--- config.mk ---
export PLATFORM = sky130hd
export DESIGN_NAME = radio_sync_and_tx_rx_config
export DESIGN_NICKNAME = d
export VERILOG_FILES = /design/src/radio_cfg_pkg.sv /design/src/sync_if.sv /design/src/radio_sync_and_tx_rx_config.sv /design/src/sync_rx_det.sv /design/src/sync_tx_seq.sv
export SDC_FILE = /design/constraint.sdc
export NUM_CORES = 1
export LEC_CHECK = 0
export ABC_AREA = 1
export BUFFER_PORTS_ARGS = -buffer_cell sky130_fd_sc_hd__buf_4
export CAP_MARGIN = 5
export CELL_PAD_IN_SITES_DETAIL_PLACEMENT = 0
export CELL_PAD_IN_SITES_GLOBAL_PLACEMENT = 1
export CORE_UTILIZATION = 38
export CTS_BUF_LIST = sky130_fd_sc_hd__clkbuf_16
export DETAILED_ROUTE_END_ITERATION = 10
export PLACE_DENSITY = 0.93
export SYNTH_ARGS = -nofsm -noshare
export SYNTH_HDL_FRONTEND = slang
export SYNTH_SLANG_ARGS = --single-unit
--- constraint.sdc ---
create_clock -name ref_clk -period 2.35 [get_ports ref_clk]
set_clock_uncertainty 0.2 [all_clocks]
set_input_delay 0.3525 -clock ref_clk [delete_from_list [all_inputs] [get_ports ref_clk]]
set_output_delay 0.3525 -clock ref_clk [all_outputs]
set_load 0.005 [all_outputs]
--- src/radio_cfg_pkg.sv ---
// Register map, field layout, reset values and timing of the radio config bank
package radio_cfg_pkg;

  // ------------------------------------------------------------
  // Register word indices (byte address is four times the index)
  // ------------------------------------------------------------
  localparam logic [29:0] IDX_SYNC_HI = 30'h0000_df08;
  localparam logic [29:0] IDX_SYNC_LO = 30'h0000_df09;
  localparam logic [29:0] IDX_TX_HI = 30'h0000_df0a;
  localparam logic [29:0] IDX_TX_LO = 30'h0000_df0b;
  localparam logic [29:0] IDX_RX_HI = 30'h0000_df0c;

  // One-hot select positions
  localparam int SEL_SYNC_HI = 0;
  localparam int SEL_SYNC_LO = 1;
  localparam int SEL_TX_HI = 2;
  localparam int SEL_TX_LO = 3;
  localparam int SEL_RX_HI = 4;
  localparam int NUM_REGS = 5;

  // ------------------------------------------------------------
  // Reset values
  // ------------------------------------------------------------
  localparam logic [7:0] RST_SYNC_HI = 8'ha7;
  localparam logic [7:0] RST_SYNC_LO = 8'h0f;
  localparam logic [7:0] RST_TX_HI = 8'ha1;
  localparam logic [7:0] RST_TX_LO = 8'h7f;
  localparam logic [5:0] RST_RX_HI = 6'h12;

  // ------------------------------------------------------------
  // Field positions
  // ------------------------------------------------------------
  localparam int TXH_BUF = 6;
  localparam int TXH_TURN = 5;
  localparam int TXH_VAR = 3;
  localparam int TXH_MIX = 1;
  localparam int TXH_DIFF = 0;
  localparam int TXL_TRIM = 5;
  localparam int TXL_LEVEL = 0;
  localparam int RXH_BUF = 4;
  localparam int RXH_HGC = 2;
  localparam int RXH_MGC = 0;
  localparam int RXH_W = 6;

  // ------------------------------------------------------------
  // Symbol coding and timing
  // ------------------------------------------------------------
  localparam logic [3:0] NIB_ONES = 4'hf;
  localparam logic [3:0] NIB_ZERO = 4'h0;
  localparam logic [1:0] LAST_NIB = 2'h3;
  localparam int CLK_MHZ = 200;
  localparam int SYMBOL_US = 16;
  localparam int TURN_SHORT_US = 128;
  localparam int TURN_LONG_US = 192;
  localparam int SYMBOL_CYCLES = SYMBOL_US * CLK_MHZ;
  localparam logic [3:0] TURN_SHORT_SYM = 4'(TURN_SHORT_US / SYMBOL_US);
  localparam logic [3:0] TURN_LONG_SYM = 4'(TURN_LONG_US / SYMBOL_US);

  // Turnaround states
  typedef enum logic {TURN_IDLE, TURN_WAIT} turn_e;

endpackage : radio_cfg_pkg

--- src/sync_if.sv ---
// Interface between the config bank and its sync pattern sequencers
`timescale 1ns/1ps
interface sync_if;
  logic [15:0] pattern;
  logic sym_en;
  logic tx_start;
  logic [3:0] tx_sym;
  logic tx_valid;
  logic tx_busy;
  logic [3:0] rx_sym;
  logic rx_valid;
  logic rx_found;
  modport ctl (output pattern, sym_en, tx_start, rx_sym, rx_valid,
               input tx_sym, tx_valid, tx_busy, rx_found);
  modport tx (input pattern, sym_en, tx_start, output tx_sym, tx_valid, tx_busy);
  modport rx (input pattern, rx_sym, rx_valid, output rx_found);
endinterface : sync_if

--- src/radio_sync_and_tx_rx_config.sv ---
// Radio sync pattern and transmit/receive front end config bank, AHB-Lite slave
`timescale 1ns/1ps
module radio_sync_and_tx_rx_config
  import radio_cfg_pkg::*;
#(
  parameter int SYM_CYC = SYMBOL_CYCLES
) (
  // Clock and reset
  input wire logic ref_clk,
  input wire logic rstn,

  // AHB-Lite slave
  input wire logic hsel,
  input wire logic [31:0] haddr,
  input wire logic [1:0] htrans,
  input wire logic hwrite,
  input wire logic [2:0] hsize,
  input wire logic [31:0] hwdata,
  input wire logic hready,
  output logic [31:0] hrdata,
  output logic hreadyout,
  output logic hresp,

  // Modem transmit side
  input wire logic transmit_on_strobe,
  output logic tx_start,
  output logic symbol_tick,
  output logic [3:0] tx_sym,
  output logic tx_sym_valid,
  output logic tx_busy,

  // Modem receive side
  input wire logic [3:0] rx_sym,
  input wire logic rx_sym_valid,
  output logic frame_sync_found,

  // Static controls
  output logic [15:0] frame_sync_pattern,
  output logic [1:0] tx_mixbuf_bias,
  output logic turnaround_select,
  output logic [1:0] tx_mixer_varactor,
  output logic [1:0] tx_mixer_bias,
  output logic amp_output_select,
  output logic [2:0] amp_current_trim,
  output logic [4:0] amp_output_level,
  output logic [1:0] rx_mixbuf_bias,
  output logic [1:0] high_gain_compensation,
  output logic [1:0] medium_gain_compensation
);

  // ------------------------------------------------------------
  // State
  // ------------------------------------------------------------
  typedef struct packed {
    logic [7:0] sync_hi;
    logic [7:0] sync_lo;
    logic [7:0] tx_hi;
    logic [7:0] tx_lo;
    logic [RXH_W-1:0] rx_hi;
    logic dp_wr;
    logic [NUM_REGS-1:0] dp_sel;
    logic [31:0] rdata;
    logic ready;
    logic resp;
    logic [15:0] div;
    logic sym_en;
    turn_e turn;
    logic [3:0] turn_cnt;
    logic start;
  } cfg_s;

  cfg_s r;
  cfg_s next_r;
  logic [NUM_REGS-1:0] sel;
  logic take;
  logic [7:0] wbyte;

  sync_if sync ();

  // ------------------------------------------------------------
  // Address decode
  // ------------------------------------------------------------

  // Word index compare, no match reads zero
  always_comb begin
    sel = '0;
    sel[SEL_SYNC_HI] = (haddr[31:2] == IDX_SYNC_HI);
    sel[SEL_SYNC_LO] = (haddr[31:2] == IDX_SYNC_LO);
    sel[SEL_TX_HI] = (haddr[31:2] == IDX_TX_HI);
    sel[SEL_TX_LO] = (haddr[31:2] == IDX_TX_LO);
    sel[SEL_RX_HI] = (haddr[31:2] == IDX_RX_HI);
  end

  // Address phase taken on NONSEQ or SEQ with hready
  assign take = hsel && htrans[1] && hready;
  assign wbyte = hwdata[7:0];

  // ------------------------------------------------------------
  // Next state
  // ------------------------------------------------------------
  always_comb begin
    next_r = r;
    next_r.ready = 1'b1;
    next_r.resp = 1'b0;
    next_r.start = 1'b0;
    next_r.sym_en = 1'b0;

    // Data phase write, low byte only
    if (r.dp_wr) begin
      if (r.dp_sel[SEL_SYNC_HI]) begin
        next_r.sync_hi = wbyte;
      end
      if (r.dp_sel[SEL_SYNC_LO]) begin
        next_r.sync_lo = wbyte;
      end
      if (r.dp_sel[SEL_TX_HI]) begin
        next_r.tx_hi = wbyte;
      end
      if (r.dp_sel[SEL_TX_LO]) begin
        next_r.tx_lo = wbyte;
      end
      if (r.dp_sel[SEL_RX_HI]) begin
        next_r.rx_hi = wbyte[RXH_W-1:0];
      end
    end

    // Address phase capture
    next_r.dp_wr = 1'b0;
    next_r.dp_sel = '0;
    if (take) begin
      next_r.dp_wr = hwrite;
      next_r.dp_sel = sel;
    end

    // Read data from post-write values, so write then read is coherent
    if (take && !hwrite) begin
      next_r.rdata = '0;
      if (sel[SEL_SYNC_HI]) begin
        next_r.rdata[7:0] = next_r.sync_hi;
      end
      if (sel[SEL_SYNC_LO]) begin
        next_r.rdata[7:0] = next_r.sync_lo;
      end
      if (sel[SEL_TX_HI]) begin
        next_r.rdata[7:0] = next_r.tx_hi;
      end
      if (sel[SEL_TX_LO]) begin
        next_r.rdata[7:0] = next_r.tx_lo;
      end
      if (sel[SEL_RX_HI]) begin
        next_r.rdata[RXH_W-1:0] = next_r.rx_hi;
      end
    end

    // Symbol tick divider, restarted by an accepted strobe
    if (r.turn == TURN_IDLE && transmit_on_strobe) begin
      next_r.div = '0;
    end else if (r.div == 16'(SYM_CYC - 1)) begin
      next_r.div = '0;
      next_r.sym_en = 1'b1;
    end else begin
      next_r.div = r.div + 16'h0001;
    end

    // Turnaround wait after a transmit-on strobe
    case (r.turn)
      TURN_IDLE: begin
        if (transmit_on_strobe) begin
          next_r.turn = TURN_WAIT;
          next_r.turn_cnt = r.tx_hi[TXH_TURN] ? TURN_LONG_SYM : TURN_SHORT_SYM;
        end
      end
      TURN_WAIT: begin
        if (r.sym_en) begin
          next_r.turn_cnt = r.turn_cnt - 4'h1;
          if (r.turn_cnt == 4'h1) begin
            next_r.turn = TURN_IDLE;
            next_r.start = 1'b1;
          end
        end
      end
      default: begin
        next_r.turn = TURN_IDLE;
      end
    endcase
  end

  // ------------------------------------------------------------
  // State register
  // ------------------------------------------------------------
  always_ff @(posedge ref_clk or negedge rstn) begin
    if (!rstn) begin
      r <= '0;
      r.sync_hi <= RST_SYNC_HI;
      r.sync_lo <= RST_SYNC_LO;
      r.tx_hi <= RST_TX_HI;
      r.tx_lo <= RST_TX_LO;
      r.rx_hi <= RST_RX_HI;
      r.ready <= 1'b1;
      r.turn <= TURN_IDLE;
    end else begin
      r <= next_r;
    end
  end

  // ------------------------------------------------------------
  // Sequencers
  // ------------------------------------------------------------
  assign sync.pattern = {r.sync_hi, r.sync_lo};
  assign sync.sym_en = r.sym_en;
  assign sync.tx_start = r.start;
  assign sync.rx_sym = rx_sym;
  assign sync.rx_valid = rx_sym_valid;

  // Transmit nibble walk
  sync_tx_seq u_tx (
    .ref_clk(ref_clk),
    .rstn(rstn),
    .s(sync.tx)
  );

  // Receive pattern match
  sync_rx_det u_rx (
    .ref_clk(ref_clk),
    .rstn(rstn),
    .s(sync.rx)
  );

  // ------------------------------------------------------------
  // Outputs
  // ------------------------------------------------------------

  // Bus answer, always OKAY and zero wait
  assign hrdata = r.rdata;
  assign hreadyout = r.ready;
  assign hresp = r.resp;

  // Modem handshakes
  assign tx_start = r.start;
  assign symbol_tick = r.sym_en;
  assign tx_sym = sync.tx_sym;
  assign tx_sym_valid = sync.tx_valid;
  assign tx_busy = sync.tx_busy;
  assign frame_sync_found = sync.rx_found;

  // Static controls straight from the register fields
  assign frame_sync_pattern = {r.sync_hi, r.sync_lo};
  assign tx_mixbuf_bias = r.tx_hi[TXH_BUF +: 2];
  assign turnaround_select = r.tx_hi[TXH_TURN];
  assign tx_mixer_varactor = r.tx_hi[TXH_VAR +: 2];
  assign tx_mixer_bias = r.tx_hi[TXH_MIX +: 2];
  assign amp_output_select = r.tx_hi[TXH_DIFF];
  assign amp_current_trim = r.tx_lo[TXL_TRIM +: 3];
  assign amp_output_level = r.tx_lo[TXL_LEVEL +: 5];
  assign rx_mixbuf_bias = r.rx_hi[RXH_BUF +: 2];
  assign high_gain_compensation = r.rx_hi[RXH_HGC +: 2];
  assign medium_gain_compensation = r.rx_hi[RXH_MGC +: 2];

  // ------------------------------------------------------------
  // Checks
  // ------------------------------------------------------------

  // Cycles spent waiting since the strobe
  logic [31:0] wait_cyc;
  logic wait_long;
  always_ff @(posedge ref_clk or negedge rstn) begin
    if (!rstn) begin
      wait_cyc <= '0;
      wait_long <= 1'b0;
    end else if (r.turn == TURN_IDLE && transmit_on_strobe) begin
      wait_cyc <= 32'h0000_0000; // Zero at the strobe edge
      wait_long <= r.tx_hi[TXH_TURN];
    end else begin
      wait_cyc <= wait_cyc + 32'h0000_0001;
    end
  end

  AST_TURN_LEN: assert property (@(posedge ref_clk) disable iff (!rstn)
    $rose(tx_start) |->
    wait_cyc == 32'((wait_long ? TURN_LONG_SYM : TURN_SHORT_SYM) * SYM_CYC + 1))
    else $error("turnaround length wrong");

  AST_RSV_ZERO: assert property (@(posedge ref_clk) disable iff (!rstn)
    (take && !hwrite && sel[SEL_RX_HI]) |=> hrdata[31:RXH_W] == '0)
    else $error("reserved receive bits not zero");

  AST_LEVEL_WR: assert property (@(posedge ref_clk) disable iff (!rstn)
    (r.dp_wr && r.dp_sel[SEL_TX_LO]) |=>
    {amp_current_trim, amp_output_level} == $past(wbyte))
    else $error("amplifier byte not written");

  AST_LEVEL_HOLD: assert property (@(posedge ref_clk) disable iff (!rstn)
    !(r.dp_wr && r.dp_sel[SEL_TX_LO]) |=> $stable(amp_output_level))
    else $error("amplifier level changed without write");

  AST_SYNC_WR: assert property (@(posedge ref_clk) disable iff (!rstn)
    (r.dp_wr && r.dp_sel[SEL_SYNC_HI]) |=>
    frame_sync_pattern[15:8] == $past(wbyte) && $stable(frame_sync_pattern[7:0]))
    else $error("sync high byte write wrong");

  AST_READBACK: assert property (@(posedge ref_clk) disable iff (!rstn)
    (take && !hwrite && sel[SEL_TX_HI] && !r.dp_wr) |=> hrdata[7:0] == r.tx_hi)
    else $error("transmit control readback wrong");

  AST_NO_RESTART: assert property (@(posedge ref_clk) disable iff (!rstn)
    (r.turn == TURN_WAIT && !tx_start) |=> $stable(wait_long))
    else $error("strobe restarted a running wait");

  // Receive byte as stored, reserved bits dropped
  logic [RXH_W-1:0] wfield;
  assign wfield = wbyte[RXH_W-1:0];

  AST_START_PULSE: assert property (@(posedge ref_clk) disable iff (!rstn)
    tx_start |=> !tx_start)
    else $error("turnaround done pulse longer than a cycle");

  AST_SYNC_LO_WR: assert property (@(posedge ref_clk) disable iff (!rstn)
    (r.dp_wr && r.dp_sel[SEL_SYNC_LO]) |=>
    frame_sync_pattern[7:0] == $past(wbyte) && $stable(frame_sync_pattern[15:8]))
    else $error("sync low byte write wrong");

  AST_TX_HI_WR: assert property (@(posedge ref_clk) disable iff (!rstn)
    (r.dp_wr && r.dp_sel[SEL_TX_HI]) |=>
    {tx_mixbuf_bias, turnaround_select, tx_mixer_varactor, tx_mixer_bias,
     amp_output_select} == $past(wbyte))
    else $error("transmit control byte not written");

  AST_RX_WR: assert property (@(posedge ref_clk) disable iff (!rstn)
    (r.dp_wr && r.dp_sel[SEL_RX_HI]) |=>
    {rx_mixbuf_bias, high_gain_compensation, medium_gain_compensation} == $past(wfield))
    else $error("receive control fields not written");

endmodule : radio_sync_and_tx_rx_config

--- src/sync_rx_det.sv ---
// Receive sync detector over the last five demodulated symbols
`timescale 1ns/1ps
module sync_rx_det
  import radio_cfg_pkg::*;
(
  // Clock and reset
  input wire logic ref_clk,
  input wire logic rstn,
  // Detector link
  sync_if.rx s
);

  typedef struct packed {
    logic [19:0] hist;
    logic found;
  } rx_s;

  rx_s r;
  rx_s next_r;
  logic ok;
  int zpos;

  // Shift in symbol, skip all-ones nibbles, need zero ahead
  always_comb begin
    next_r = r;
    next_r.found = 1'b0;
    ok = 1'b1;
    zpos = 4;
    if (s.rx_valid) begin
      next_r.hist = {s.rx_sym, r.hist[19:4]};
      for (int i = 3; i >= 0; i--) begin
        if (s.pattern[i*4 +: 4] != NIB_ONES) begin
          zpos = i;
          if (next_r.hist[(i+1)*4 +: 4] != s.pattern[i*4 +: 4]) begin
            ok = 1'b0;
          end
        end
      end
      if (next_r.hist[zpos*4 +: 4] != NIB_ZERO) begin
        ok = 1'b0;
      end
      next_r.found = ok;
    end
  end

  // State register
  always_ff @(posedge ref_clk or negedge rstn) begin
    if (!rstn) begin
      r <= '0;
    end else begin
      r <= next_r;
    end
  end

  assign s.rx_found = r.found;

  AST_RX_AFTER_SYM: assert property (@(posedge ref_clk) disable iff (!rstn)
    r.found |-> $past(s.rx_valid)) else $error("sync found without a symbol");
  AST_RX_ZERO: assert property (@(posedge ref_clk) disable iff (!rstn)
    (r.found && s.pattern[3:0] != NIB_ONES) |-> r.hist[3:0] == NIB_ZERO)
    else $error("sync found without leading zero");
  AST_RX_TOP: assert property (@(posedge ref_clk) disable iff (!rstn)
    (r.found && s.pattern[15:12] != NIB_ONES) |-> r.hist[19:16] == s.pattern[15:12])
    else $error("sync found with wrong top nibble");

endmodule : sync_rx_det

--- src/sync_tx_seq.sv ---
// Transmit sync pattern sequencer, one nibble per symbol tick
`timescale 1ns/1ps
module sync_tx_seq
  import radio_cfg_pkg::*;
(
  // Clock and reset
  input wire logic ref_clk,
  input wire logic rstn,
  // Sequencer link
  sync_if.tx s
);

  typedef struct packed {
    logic active;
    logic [1:0] idx;
    logic [3:0] sym;
    logic valid;
  } tx_s;

  tx_s r;
  tx_s next_r;
  logic [3:0] nib;

  // Walk nibbles low to high, all-ones sent as zero
  always_comb begin
    next_r = r;
    next_r.valid = 1'b0;
    nib = s.pattern[{r.idx, 2'b00} +: 4];
    if (!r.active && s.tx_start) begin
      next_r.active = 1'b1;
      next_r.idx = 2'b00;
    end else if (r.active && s.sym_en) begin
      next_r.sym = (nib == NIB_ONES) ? NIB_ZERO : nib;
      next_r.valid = 1'b1;
      next_r.idx = r.idx + 2'b01;
      next_r.active = (r.idx != LAST_NIB);
    end
  end

  // State register
  always_ff @(posedge ref_clk or negedge rstn) begin
    if (!rstn) begin
      r <= '0;
    end else begin
      r <= next_r;
    end
  end

  assign s.tx_sym = r.sym;
  assign s.tx_valid = r.valid;
  assign s.tx_busy = r.active;

  AST_TX_NO_ONES: assert property (@(posedge ref_clk) disable iff (!rstn)
    r.valid |-> r.sym != NIB_ONES) else $error("all-ones sync nibble sent");
  AST_TX_FIRST: assert property (@(posedge ref_clk) disable iff (!rstn)
    (r.active && r.idx == 2'b00 && s.sym_en) |=>
    r.sym == ((s.pattern[3:0] == NIB_ONES) ? NIB_ZERO : s.pattern[3:0]))
    else $error("first sync nibble is not the low nibble");

endmodule : sync_tx_seq

Word level (Yosys, flattened, before mapping)

Cells that the tools add are included.
W data, S select, Z words.

Eq/ne operators: 19
Reductions and logical operators: 12
Mux-type cells: 42
Bitwise logic cells: 2
$add $sub $neg: 3
Shifts and indexed selects: 2

Operators with widths:

| operator                | count |
|---|---|
| $eq A30 B16 Y1 const B  | 5 |
| $mux W8                 | 9 |
| $mux W38                | 1 |
| $mux W16                | 2 |
| $shiftx A20 B32 Y4      | 1 |
| $mux W30                | 1 |
| $mux W6                 | 4 |
| $mux W3                 | 6 |
| $add A16 B1 Y16 const B | 1 |
| $eq A16 B12 Y1 const B  | 1 |
| $mux W1                 | 16 |
| $ne A4 B4 Y1            | 4 |
| $ne A4 B4 Y1 const B    | 4 |
| $shiftx A16 B5 Y4       | 1 |
| $pmux W5 S2             | 1 |
| $logic_and A1 B1 Y1     | 6 |
| $mux W5                 | 1 |
| $eq A4 B1 Y1 const B    | 1 |
| $eq A4 B4 Y1 const B    | 1 |
| $mux W4                 | 1 |
| $ne A2 B2 Y1 const B    | 2 |
| $reduce_and A2 Y1       | 2 |
| $reduce_bool A4 Y1      | 1 |
| $sub A4 B1 Y4 const B   | 1 |
| 5 further kinds         | 7 |

Output and inout port bits: 81
Flip-flop bits (word level): 104
Logic and storage cells: 99
Input port bits: 80

Longest topological paths before layout

Gate-level depths: netlist of the first run.

Depth in word-level cells: 11
Mapped depth: 12
Gate-level depth less buffers: 11

By module

Synthesis of the first run repeated with hierarchy kept, for this count alone.

Cells, all modules: 784
Area, all modules: 5834.3 um^2

Modules (own cells, without submodules):

| module                      | area an instance (um^2) | seq. area each (um^2) | cells each | instances |
|---|---|---|---|---|
| radio_sync_and_tx_rx_config | 4184.0                  | 1903.1                | 519        | 1 |
| sync_rx_det                 | 1121.1                  | 425.4                 | 191        | 1 |
| sync_tx_seq                 | 529.3                   | 200.2                 | 74         | 1 |

Least setup slack after synthesis of the first run

OpenSTA, ideal clock, no wires.

Path type: reg2reg
From: register r[7] (netlist bit)
To: register r[18] (netlist bit)
Stages on the path, launching flop included: 9
Library setup time: 0.123 ns
Path slack: 0.695 ns
Period minus slack after synthesis: 1.655 ns
Buffers on the path: 0
Required time: 2.027 ns
Arrival time: 1.332 ns
Cell sequence: dfrtp_1 ha_1 nand3_1 nor4_1 nand2_1 nand2_4 inv_1 o21ai_0 a21oi_1

RTL lines:

| element                | RTL line                           | source |
|---|---|---|
| from (decl)            | radio_sync_and_tx_rx_config.sv:72  | `cfg_s r;` |
| from (signal assigned) | radio_sync_and_tx_rx_config.sv:202 | `r <= next_r;` |

==> impl_metrics.tcl, run 1 <==
set metrics [dict create \
    status "completed" \
    cp_cell_sequence "ha_1 -> nand3_1 -> nor4_1 -> nand2_1 -> nand2_4 -> inv_1 -> o21ai_0 -> a21oi_1" \
    setup_violations 0 \
    max-vdd-ir-drop_uv 440 \
    overflow 0 \
    netlist_area_mm2 0.00558 \
    grt_first_pass_wirelength_mm 21.2 \
    yosysWarnings 0 \
    cts_htree_levels 3 \
    cp-start-kind "flop" \
    max_freq_mhz 481 \
    worstMarginPinSlew_ns 0.547 \
    cts_hold_buf 1 \
    core_area_mm2 0.0141 \
    worstPathBufferInverterCount 1 \
    grt_max_degree 43 \
    wirelength_mm 13.1 \
    p_per_area_mw_per_mm2 653 \
    drt_iter0_drc 302 \
    cp_max_fo 8 \
    yosys.area.top_type "dfrtp_1" \
    place_hpwl_mm 9.75 \
    ys_types 40 \
    routed_via_density 4.75 \
    cts_setup_buffers 0 \
    syn_inst 698 \
    grt_pass1_vias 4268 \
    crit_arrival_ns 2.10 \
    final_area_mm2 0.00648 \
    portBuffers 104 \
    preCtsSetupSlack_ns 0.325 \
    crit_start "r[7]" \
    end_kind "flop" \
    rsz0062_at_grt "false" \
    drc 0 \
    max-clock-path-buffers 2 \
    hold_start "hwrite" \
    avgSynthCellArea_um2 8.00 \
    cp_top_family "simple AND/OR/NAND/NOR gates" \
    leakagePower_nw 3.41 \
    cts-resized-gates 0 \
    period_share_pct 88.4 \
    rows 43 \
    drv_slew 0 \
    fillers 1387 \
    cts_sinks 100 \
    clkSlewWorstSetupHoldPaths_ns 0.06 \
    via_count 4490 \
    holdCritPathClass "in2reg" \
    root_buffer "clkbuf_16" \
    track_usage_pct 18.4 \
    cp.required_ns 2.38 \
    r2r_start "r[7]" \
    slew_headroom_pct 63.5 \
    drive_above_1_share_pct 21.4 \
    critPathSlowestCell "nor4_1" \
    diodes 0 \
    fin_ws_ns 0.272 \
    antenna_violating_nets_post_route 0 \
    final_util_pct 46.0 \
    wl_per_cell_um 13.8 \
    yosysSeqAreaShare_pct 45.3 \
    syn_to_final_growth_pct 16.1 \
    start_util_pct 39.6 \
    crit_type "reg2reg" \
    cts_tree "done" \
    slowest_delay_ns 0.42 \
    gp_congestion 0.857 \
    setup_tns_ns 0 \
    max_cap_violations 0 \
    numCtsBuffers 9 \
    io_pins 161 \
    antenna_found_initial 0 \
    die_h_um 123 \
    die-area_mm2 0.0152 \
    hold_viol 0 \
    first_pass_iters 5 \
    hold_slack_ns 0.0297 \
    dpl_cell_area_mm2 0.00611 \
    die_w_um 123 \
    synth_area_leaders "dfrtp_1, nand2_1, buf_4" \
    fin_crit_ns 2.08 \
    nNetsFinal 844 \
    synth_seq_cells 100 \
    clk_latency_ns 0.35 \
    synth.top_cell.area_share_pct 35.4 \
]
-- report_power, final --
part	switching (mW)	internal, mW	total [mW]
logic	0.317	0.204	0.521
registers	0.0998	1.84	1.94
clock network	0.633	1.14	1.77
total	1.05	3.18	4.23
-- per-stage QoR --
step                      cells  total power [mW]
after global routing        945              4.43
after global placement      928              2.46
final                       945              4.23
after detailed placement    928              2.48
after floorplan             722              2.31
after CTS                   945              4.25
-- sequential cells by signal, summed over array words and instances (netlist names) --
signal,count
frame_sync_pattern,16
turnaround_select,1
tx_start,1
r,27
u_rx.s.rx_found,1
medium_gain_compensation,2
amp_output_select,1
tx_mixbuf_bias,2
u_rx.r,16
high_gain_compensation,2
symbol_tick,1
amp_output_level,5
u_tx.r,2
rx_mixbuf_bias,2
u_tx.s.tx_sym,4
amp_current_trim,3
tx_mixer_bias,2
tx_mixer_varactor,2
u_tx.s.tx_busy,1
hrdata,8
u_tx.s.tx_valid,1
-- path summary, 6_finish.rpt --
kind | to | slack (ns) | depth (start not counted)
max | r[18] | 0.27 | 8
min | r[62] | 0.03 | 3
max reg2reg | r[18] | 0.27 | 8
min reg2reg | r[7] | 0.28 | 1
max in group asynchronous | turnaround_select | 0.93 | 3
min in group asynchronous | frame_sync_pattern[6] | 0.35 | 2
-- metal layers --
metal / vias up / part of all wire, % / routed length, um / track usage, %
met1: 2082 / 47 / 6160 / 25.2
li1: 2258 / - / - / -
met3: 24 / 5.2 / 686 / 3.97
met5: - / 0 / 0 / 0
met2: 126 / 45 / 5910 / 28.8
met4: 0 / 2.5 / 321 / 6.10
-- cells by family (layout without fill, tap and decap cells) --
family | after synthesis | count (layout) | synth area share, %
xor gates and xnor gates | 21 | 21 | 3.29
other | 2 | 26 | 0.135
DFF | 100 | 100 | 45.3
buffers and inverters | 164 | 207 | 16.7
and+or+nand+nor | 324 | 324 | 25.6
adders and majority gates | 4 | 4 | 0.896
AOI/OAI and AO/OA | 83 | 83 | 8.07
-- worst reg2reg max path, cell delays in order, from the launching register on --
cell,delay [ns]
dfrtp_1,0.38
ha_1,0.20
nand3_1,0.17
nor4_1,0.42
nand2_1,0.19
nand2_4,0.17
inv_1,0.10
o21ai_0,0.08
a21oi_1,0.06
-- cells in the final DEF (no fill, tap or decap), types with 4 or more instances in the layout --
master	instances
bufinv_16	4
nor2_1	65
nand3_1	40
o21ai_0	60
ha_1	4
buf_4	111
inv_1	77
dfstp_2	21
dfrtp_1	79
a21oi_1	13
nand2_1	164
nor4_1	7
conb_1	26
xnor2_1	15
nand4_1	16
clkbuf_16	9
nor2_2	6
xor2_1	6
nor3_1	11
-- cell usage after synthesis --
cell	n
a31oi_1	1
clkinv_1	1
inv_2	2
a21oi_1	13
a32o_1	3
and2_0	1
inv_1	75
nor3_4	1
nor3_2	1
buf_6	3
buf_2	3
nand2_1	164
nor2_4	3
clkbuf_1	3
nor3b_1	1
nand3_2	1
conb_1	2
xnor2_1	15
dfstp_2	21
nor2_1	65
nor4_1	7
buf_4	77
nand3_1	40
nor3_1	11
nand2_4	1
ha_1	4
o221a_2	1
nand3b_1	1
o221ai_1	1
nand2_2	1
or4_1	1
nand4_1	16
and2_1	3
a211oi_1	2
o22ai_1	1
o31ai_1	1
xor2_1	6
o21ai_0	60
dfrtp_1	79
nor2_2	6
-- layout make-up --
cell class	count	area, um^2	area share (%)
flip-flops and latches	100	2530	39.0
inverters	78	293	4.52
clock buffers	9	225	3.47
clock inverters	7	133	2.05
multi-input cells	458	2210	34.2
well taps	180	225	3.47
repair buffers	113	863	13.3
No activity file was read; power rests on OpenSTA's default activity.
==> run 2, diff against run 1 <==
SYNTH_HIERARCHICAL = 1   (was default)
==> run 2 against run 1 <==
  * Maximum frequency increased by 5.6%
  * Via count increased by 7.3%
  * Combinational power decreased by 6.5%
  * Die area rose by 4.4%
  * Cell count is 9.4% higher
  * Global-route usage decreased by 0.28 points
  * Clock power fell by 21%
  * Wire length up 2.7%
  * Final area grew 2.8%
  * Sequential share of layout area decreased by 1.0 points
  * Synthesized cell count is 12% higher
  * Register-to-register slack improved by 0.11 ns
  * Critical path type unchanged
==> impl_metrics.tcl, run 2 <==
set metrics [dict create \
    max_cap_violations 0 \
    grt_pass1_vias 4558 \
    crit_type "reg2reg" \
    drive_above_1_share_pct 21.9 \
    setup_tns_ns 0 \
    leakagePower_nw 3.77 \
    diodes 0 \
    setup_violations 0 \
    cts_tree "done" \
    max-vdd-ir-drop_uv 351 \
    routed_via_density 4.66 \
    cts_setup_buffers 0 \
    rsz0062_at_grt "false" \
    fin_crit_ns 1.97 \
    core_area_mm2 0.0148 \
    worstMarginPinSlew_ns 0.578 \
    holdCritPathClass "in2reg" \
    die-area_mm2 0.0159 \
    cts_htree_levels 3 \
    cp.required_ns 2.40 \
    period_share_pct 83.7 \
    hold_viol 0 \
    start_util_pct 39.5 \
    switching_power_mw 1.06 \
    cp-start-kind "flop" \
    final_util_pct 45.1 \
    numCtsBuffers 9 \
    syn_inst 784 \
    die_w_um 126 \
    p_per_area_mw_per_mm2 573 \
    synth.top_cell.area_share_pct 33.9 \
    io_pins 161 \
    root_buffer "clkbuf_16" \
    netlist_area_mm2 0.00583 \
    synth_area_leaders "dfrtp_1, nand2_1, buf_4" \
    drc 0 \
    die_h_um 126 \
    grt_max_degree 45 \
    p_comb_share_pct 12.8 \
    cts_sinks 100 \
    power_frac_seq_pct 50.6 \
    via_count 4818 \
    drv_slew 0 \
    syn_to_final_growth_pct 14.2 \
    async_flop_share_pct 100 \
    swShare_pct 27.8 \
    rows 44 \
    status "completed" \
    pwr-share-clk_pct 36.7 \
    max_freq_mhz 508 \
    wirelength_mm 13.4 \
    place_hpwl_mm 10.2 \
    synth.most_common_cell "nand2_1" \
    clkSlewWorstSetupHoldPaths_ns 0.07 \
    top_register "r" \
    drt_iter0_drc 350 \
    max-clock-path-buffers 2 \
    yosysWarnings 6 \
    final_area_mm2 0.00666 \
    antenna_violating_nets_post_route 0 \
    slew_headroom_pct 61.5 \
    critPathSlowestCell "dfrtp_1" \
    power.internal_mw 2.75 \
    synth_seq_cells 100 \
    track_usage_pct 18.1 \
    dpl_cell_area_mm2 0.00637 \
    avgSynthCellArea_um2 7.44 \
    gp_congestion 0.857 \
    synth-edff-count 0 \
    first_pass_iters 5 \
    end_kind "flop" \
    largest_register_ffs 27 \
    synth_common_cells "nand2_1, inv_1, dfrtp_1" \
    yosysSeqAreaShare_pct 43.3 \
    slowest_delay_ns 0.44 \
    portBuffers 104 \
    crit_top_cell "nand2_1" \
    antenna_found_initial 0 \
    nNetsFinal 929 \
    final_common_cell "nand2_1" \
    cp_cell_sequence "nand2_1 -> o21ai_0 -> nor2_1 -> nor2_1 -> nand3_1 -> nand2_1 -> nand2_1" \
    wl_per_cell_um 13.0 \
    cp_max_fo 16 \
    grt_first_pass_wirelength_mm 22.8 \
    overflow 0 \
    yosys.area.top_type "dfrtp_1" \
    ys_types 39 \
    mostFrequentLayoutCells "nand2_1, buf_4, inv_1" \
    crit_arrival_ns 2.02 \
    ys.flop_type "dfrtp_1" \
    clk_latency_ns 0.36 \
]
## run 2: area by class of cell
type | instances | area, um^2
clock buffers | 9 | 225
clock inverters | 7 | 52.6
fillers | 1522 | 8090
inverters | 100 | 383
multi-input cells | 521 | 2380
flip-flops and latches | 100 | 2530
well taps | 184 | 230
repair buffers | 113 | 863
## run 2: path summary, 6_finish.rpt
| check | start | end | slack (ns) | depth (start not counted) |
|---|---|---|---|---|
| max | r[62] | hrdata[0] | 0.38 | 7 |
| min | hwrite | r[62] | 0.03 | 3 |
| max reg2reg | r[62] | hrdata[0] | 0.38 | 7 |
| min reg2reg | r[7] | r[7] | 0.25 | 1 |
| max in group asynchronous | rstn | turnaround_select | 0.89 | 3 |
| min in group asynchronous | rstn | u_rx/r[7] | 0.35 | 2 |
## run 2: metrics by stage
step / total power, mW / hold slack, ns / cells / setup slack (ns)
4_1_cts: 3.85 / 0.0226 / 1034 / 0.395
3_5_place_dp: 2.44 / 0.187 / 1017 / 0.357
5_1_grt: 4.02 / 0.0331 / 1034 / 0.216
2_1_floorplan: 2.28 / -0.143 / 808 / 0.682
3_3_place_gp: 2.43 / 0.181 / 1017 / 0.379
6_report: 3.81 / 0.0277 / 1034 / 0.383
## run 2: worst max-delay path: cells and delay by family, from the launching register on
family	cells	cell delay, ns
AOI/OAI and AO/OA	1	0.40
DFF	1	0.44
and+or+nand+nor	6	0.83
## run 2: kinds of logic (layout without fill, tap and decap cells)
logic type / after synthesis / in the layout / share of synthesized area [%]
other: 2 / 26 / 0.129
flip-flops: 100 / 100 / 43.3
buffers and inverters: 187 / 229 / 17.5
XOR/XNOR: 6 / 6 / 0.901
AND/OR/NAND/NOR: 415 / 415 / 31.0
AO/OA/AOI/OAI: 70 / 70 / 6.28
adder cells (fa/ha/maj): 4 / 4 / 0.858
## run 2: routing by layer
layer	vias up	share of wire, %	wire length, um	GRT usage [%]
met4	0	1.1	149	5.32
met2	152	46	6130	28.2
li1	2463	-	-	-
met1	2191	47	6350	25.2
met3	12	6.0	812	3.78
met5	-	0	0	0
## run 2: what timing repair did
item	in CTS	in global routing
hold buffers	1	0
endpoints found under the hold margin	26	0
resized for setup	0	0
## run 2: power groups by stage
stage / combinational, mW / sequential (mW) / clock [mW]
after global routing: 0.563 / 1.94 / 1.52
after detailed placement: 0.485 / 1.96 / 0
final: 0.487 / 1.93 / 1.40
after CTS: 0.489 / 1.93 / 1.43
after floorplan: 0.346 / 1.93 / 0
after global placement: 0.474 / 1.96 / 0
==> run 3, diff against run 2 <==
CORE_UTILIZATION = 34   (was 38)
PLACE_DENSITY = 0.89   (was 0.93)
clock period = 1.7 ns   (was 2.35 ns; I/O delays follow)
==> run 3 against run 2 <==
  * Highest routed layer unchanged
  * Cell count rose by 9.6%
  * Die area rose by 12%
  * Largest power group unchanged
  * Flip-flop and latch count unchanged
  * Sequential share of layout area fell by 3.7 points
  * The flow now finishes with violations (negative setup slack)
  * Non-clock buffer count rose by 63
==> impl_metrics.tcl, run 3 (synthesis results as in run 2) <==
set metrics [dict create \
    violations "negative setup slack" \
    grt_max_degree 68 \
    critPathSlowestCell "dfrtp_1" \
    drc 0 \
    mostFrequentLayoutCells "nand2_1, buf_4, inv_1" \
    fillers 1685 \
    start_util_pct 35.1 \
    drt_iter0_drc 294 \
    status "finished with violations" \
    antenna_found_initial 0 \
    cts_sinks 100 \
    numCtsBuffers 9 \
    core_area_mm2 0.0166 \
    portBuffers 104 \
    fin_ws_ns -0.0366 \
    overflow 0 \
    drv_slew 0 \
    cp_cell_sequence "ha_2 -> nand3_4 -> inv_2 -> nand4_1 -> buf_4 -> nor3_1 -> nor2_1 -> o21a_1" \
    setup_violations 5 \
    grt_first_pass_wirelength_mm 23.7 \
    fin_crit_ns 1.74 \
    multi_input_area_mm2 0.00246 \
    via_count 5024 \
    grt_pass1_vias 4814 \
    io_pins 161 \
    rows 47 \
    antenna_violating_nets_post_route 0 \
    dp.cells 1094 \
    nNetsFinal 992 \
    setup_tns_ns -0.0700 \
    p_per_area_mw_per_mm2 756 \
    syn_to_final_growth_pct 26.4 \
    wl_per_cell_um 12.7 \
    worst_r2r_path_depth 8 \
    top_register "r" \
    slowest_delay_ns 0.36 \
    hold_viol 0 \
    first_pass_iters 4 \
    dpl_cell_area_mm2 0.00676 \
    rsz0062_at_grt "true" \
    crit_type "reg2reg" \
    cts_tree "done" \
    gp_congestion 0.844 \
    max_freq_mhz 576 \
    final_common_cell "nand2_1" \
    leakagePower_nw 4.09 \
    ff_latch_area_mm2 0.00253 \
    max-clock-path-buffers 2 \
    routed_via_density 4.43 \
    die-area_mm2 0.0177 \
    final_util_pct 44.3 \
    track_usage_pct 17.0 \
    diodes 0 \
    clkSlewWorstSetupHoldPaths_ns 0.07 \
    period_share_pct 102 \
    final_area_mm2 0.00738 \
    place_hpwl_mm 10.8 \
    max_cap_violations 0 \
    wirelength_mm 14.4 \
    cp-start-kind "flop" \
    cts_htree_levels 3 \
    die_w_um 133 \
    end_kind "flop" \
    final_cells 1133 \
    clk_latency_ns 0.36 \
    cp.required_ns 1.74 \
    crit_arrival_ns 1.78 \
    max-vdd-ir-drop_uv 363 \
    holdCritPathClass "in2async" \
    die_h_um 133 \
    drive_above_1_share_pct 28.3 \
    root_buffer "clkbuf_16" \
    cp_max_fo 3 \
    largest_register_ffs 27 \
]
==> run 3: cell count changes in the layout (fill, tap and decap cells not counted), sizes merged <==
cell and change:
dlygate4sd3 +13, clkinvlp -2, buf +50, bufinv +1, clkinv +2, inv -1
==> run 3: final timing paths <==
kind	startpoint	slack [ns]	endpoint
worst max-delay path	r[7]	-0.04	r[19]
worst min-delay path	rstn	0.04	u_rx/s.rx_found
worst max register to register	r[7]	-0.04	r[19]
worst min register to register	r[4]	0.28	tx_start
max in group asynchronous	rstn	0.63	turnaround_select
min in group ref_clk	hwdata[7]	0.08	tx_mixbuf_bias[1]
==> run 3: area by class of cell <==
cell class	count	share of cell area [%]
clock inverter	7	0.916
multi-input combinational	521	33.4
clock buffer	9	3.05
tap	220	3.73
inverter	100	5.19
timing repair buffer	176	19.5
sequential	100	34.3
==> run 3: layer usage <==
layer	GRT usage, %	share of wire, %
met1	22.5	45
met2	27.3	48
met3	4.02	5.3
met4	5.30	1.6
met5	0	0
==> run 3: repair_timing <==
| item | in CTS | in global routing |
|---|---|---|
| pin swaps | 1 | 6 |
| setup buffers | 5 | 4 |
| gates resized for setup | 8 | 38 |
| endpoints found under the setup margin | 10 | 21 |
| gates cloned | 0 | 0 |
| hold endpoints to repair | 91 | 1 |
| hold buffers | 13 | 1 |
==> run 3: metrics by stage <==
stage | hold slack, ns | worst slack, ns | power (mW)
2_1_floorplan | -0.241 | 0.0317 | 3.15
3_3_place_gp | -0.131 | -0.0404 | 3.42
3_5_place_dp | -0.131 | -0.0765 | 3.44
4_1_cts | 0.00724 | -0.00833 | 5.56
5_1_grt | 0.0422 | -0.129 | 5.90
6_report | 0.0350 | -0.0366 | 5.58
==> run 3: worst max-delay path: cells and delay by family, from the launching register on <==
family	cells	cell delay, ns
AOI/OAI and AO/OA	1	0.10
adders and majority gates	1	0.22
buffers and inverters	2	0.26
DFF	1	0.36
and+or+nand+nor	4	0.50
==> run 3: power by group <==
| part | switching, mW | internal [mW] | leakage, nW | total, mW |
|---|---|---|---|---|
| registers | 0.146 | 2.53 | 1.19 | 2.68 |
| clock network | 0.922 | 1.14 | 0.145 | 2.06 |
| logic | 0.456 | 0.381 | 2.76 | 0.838 |
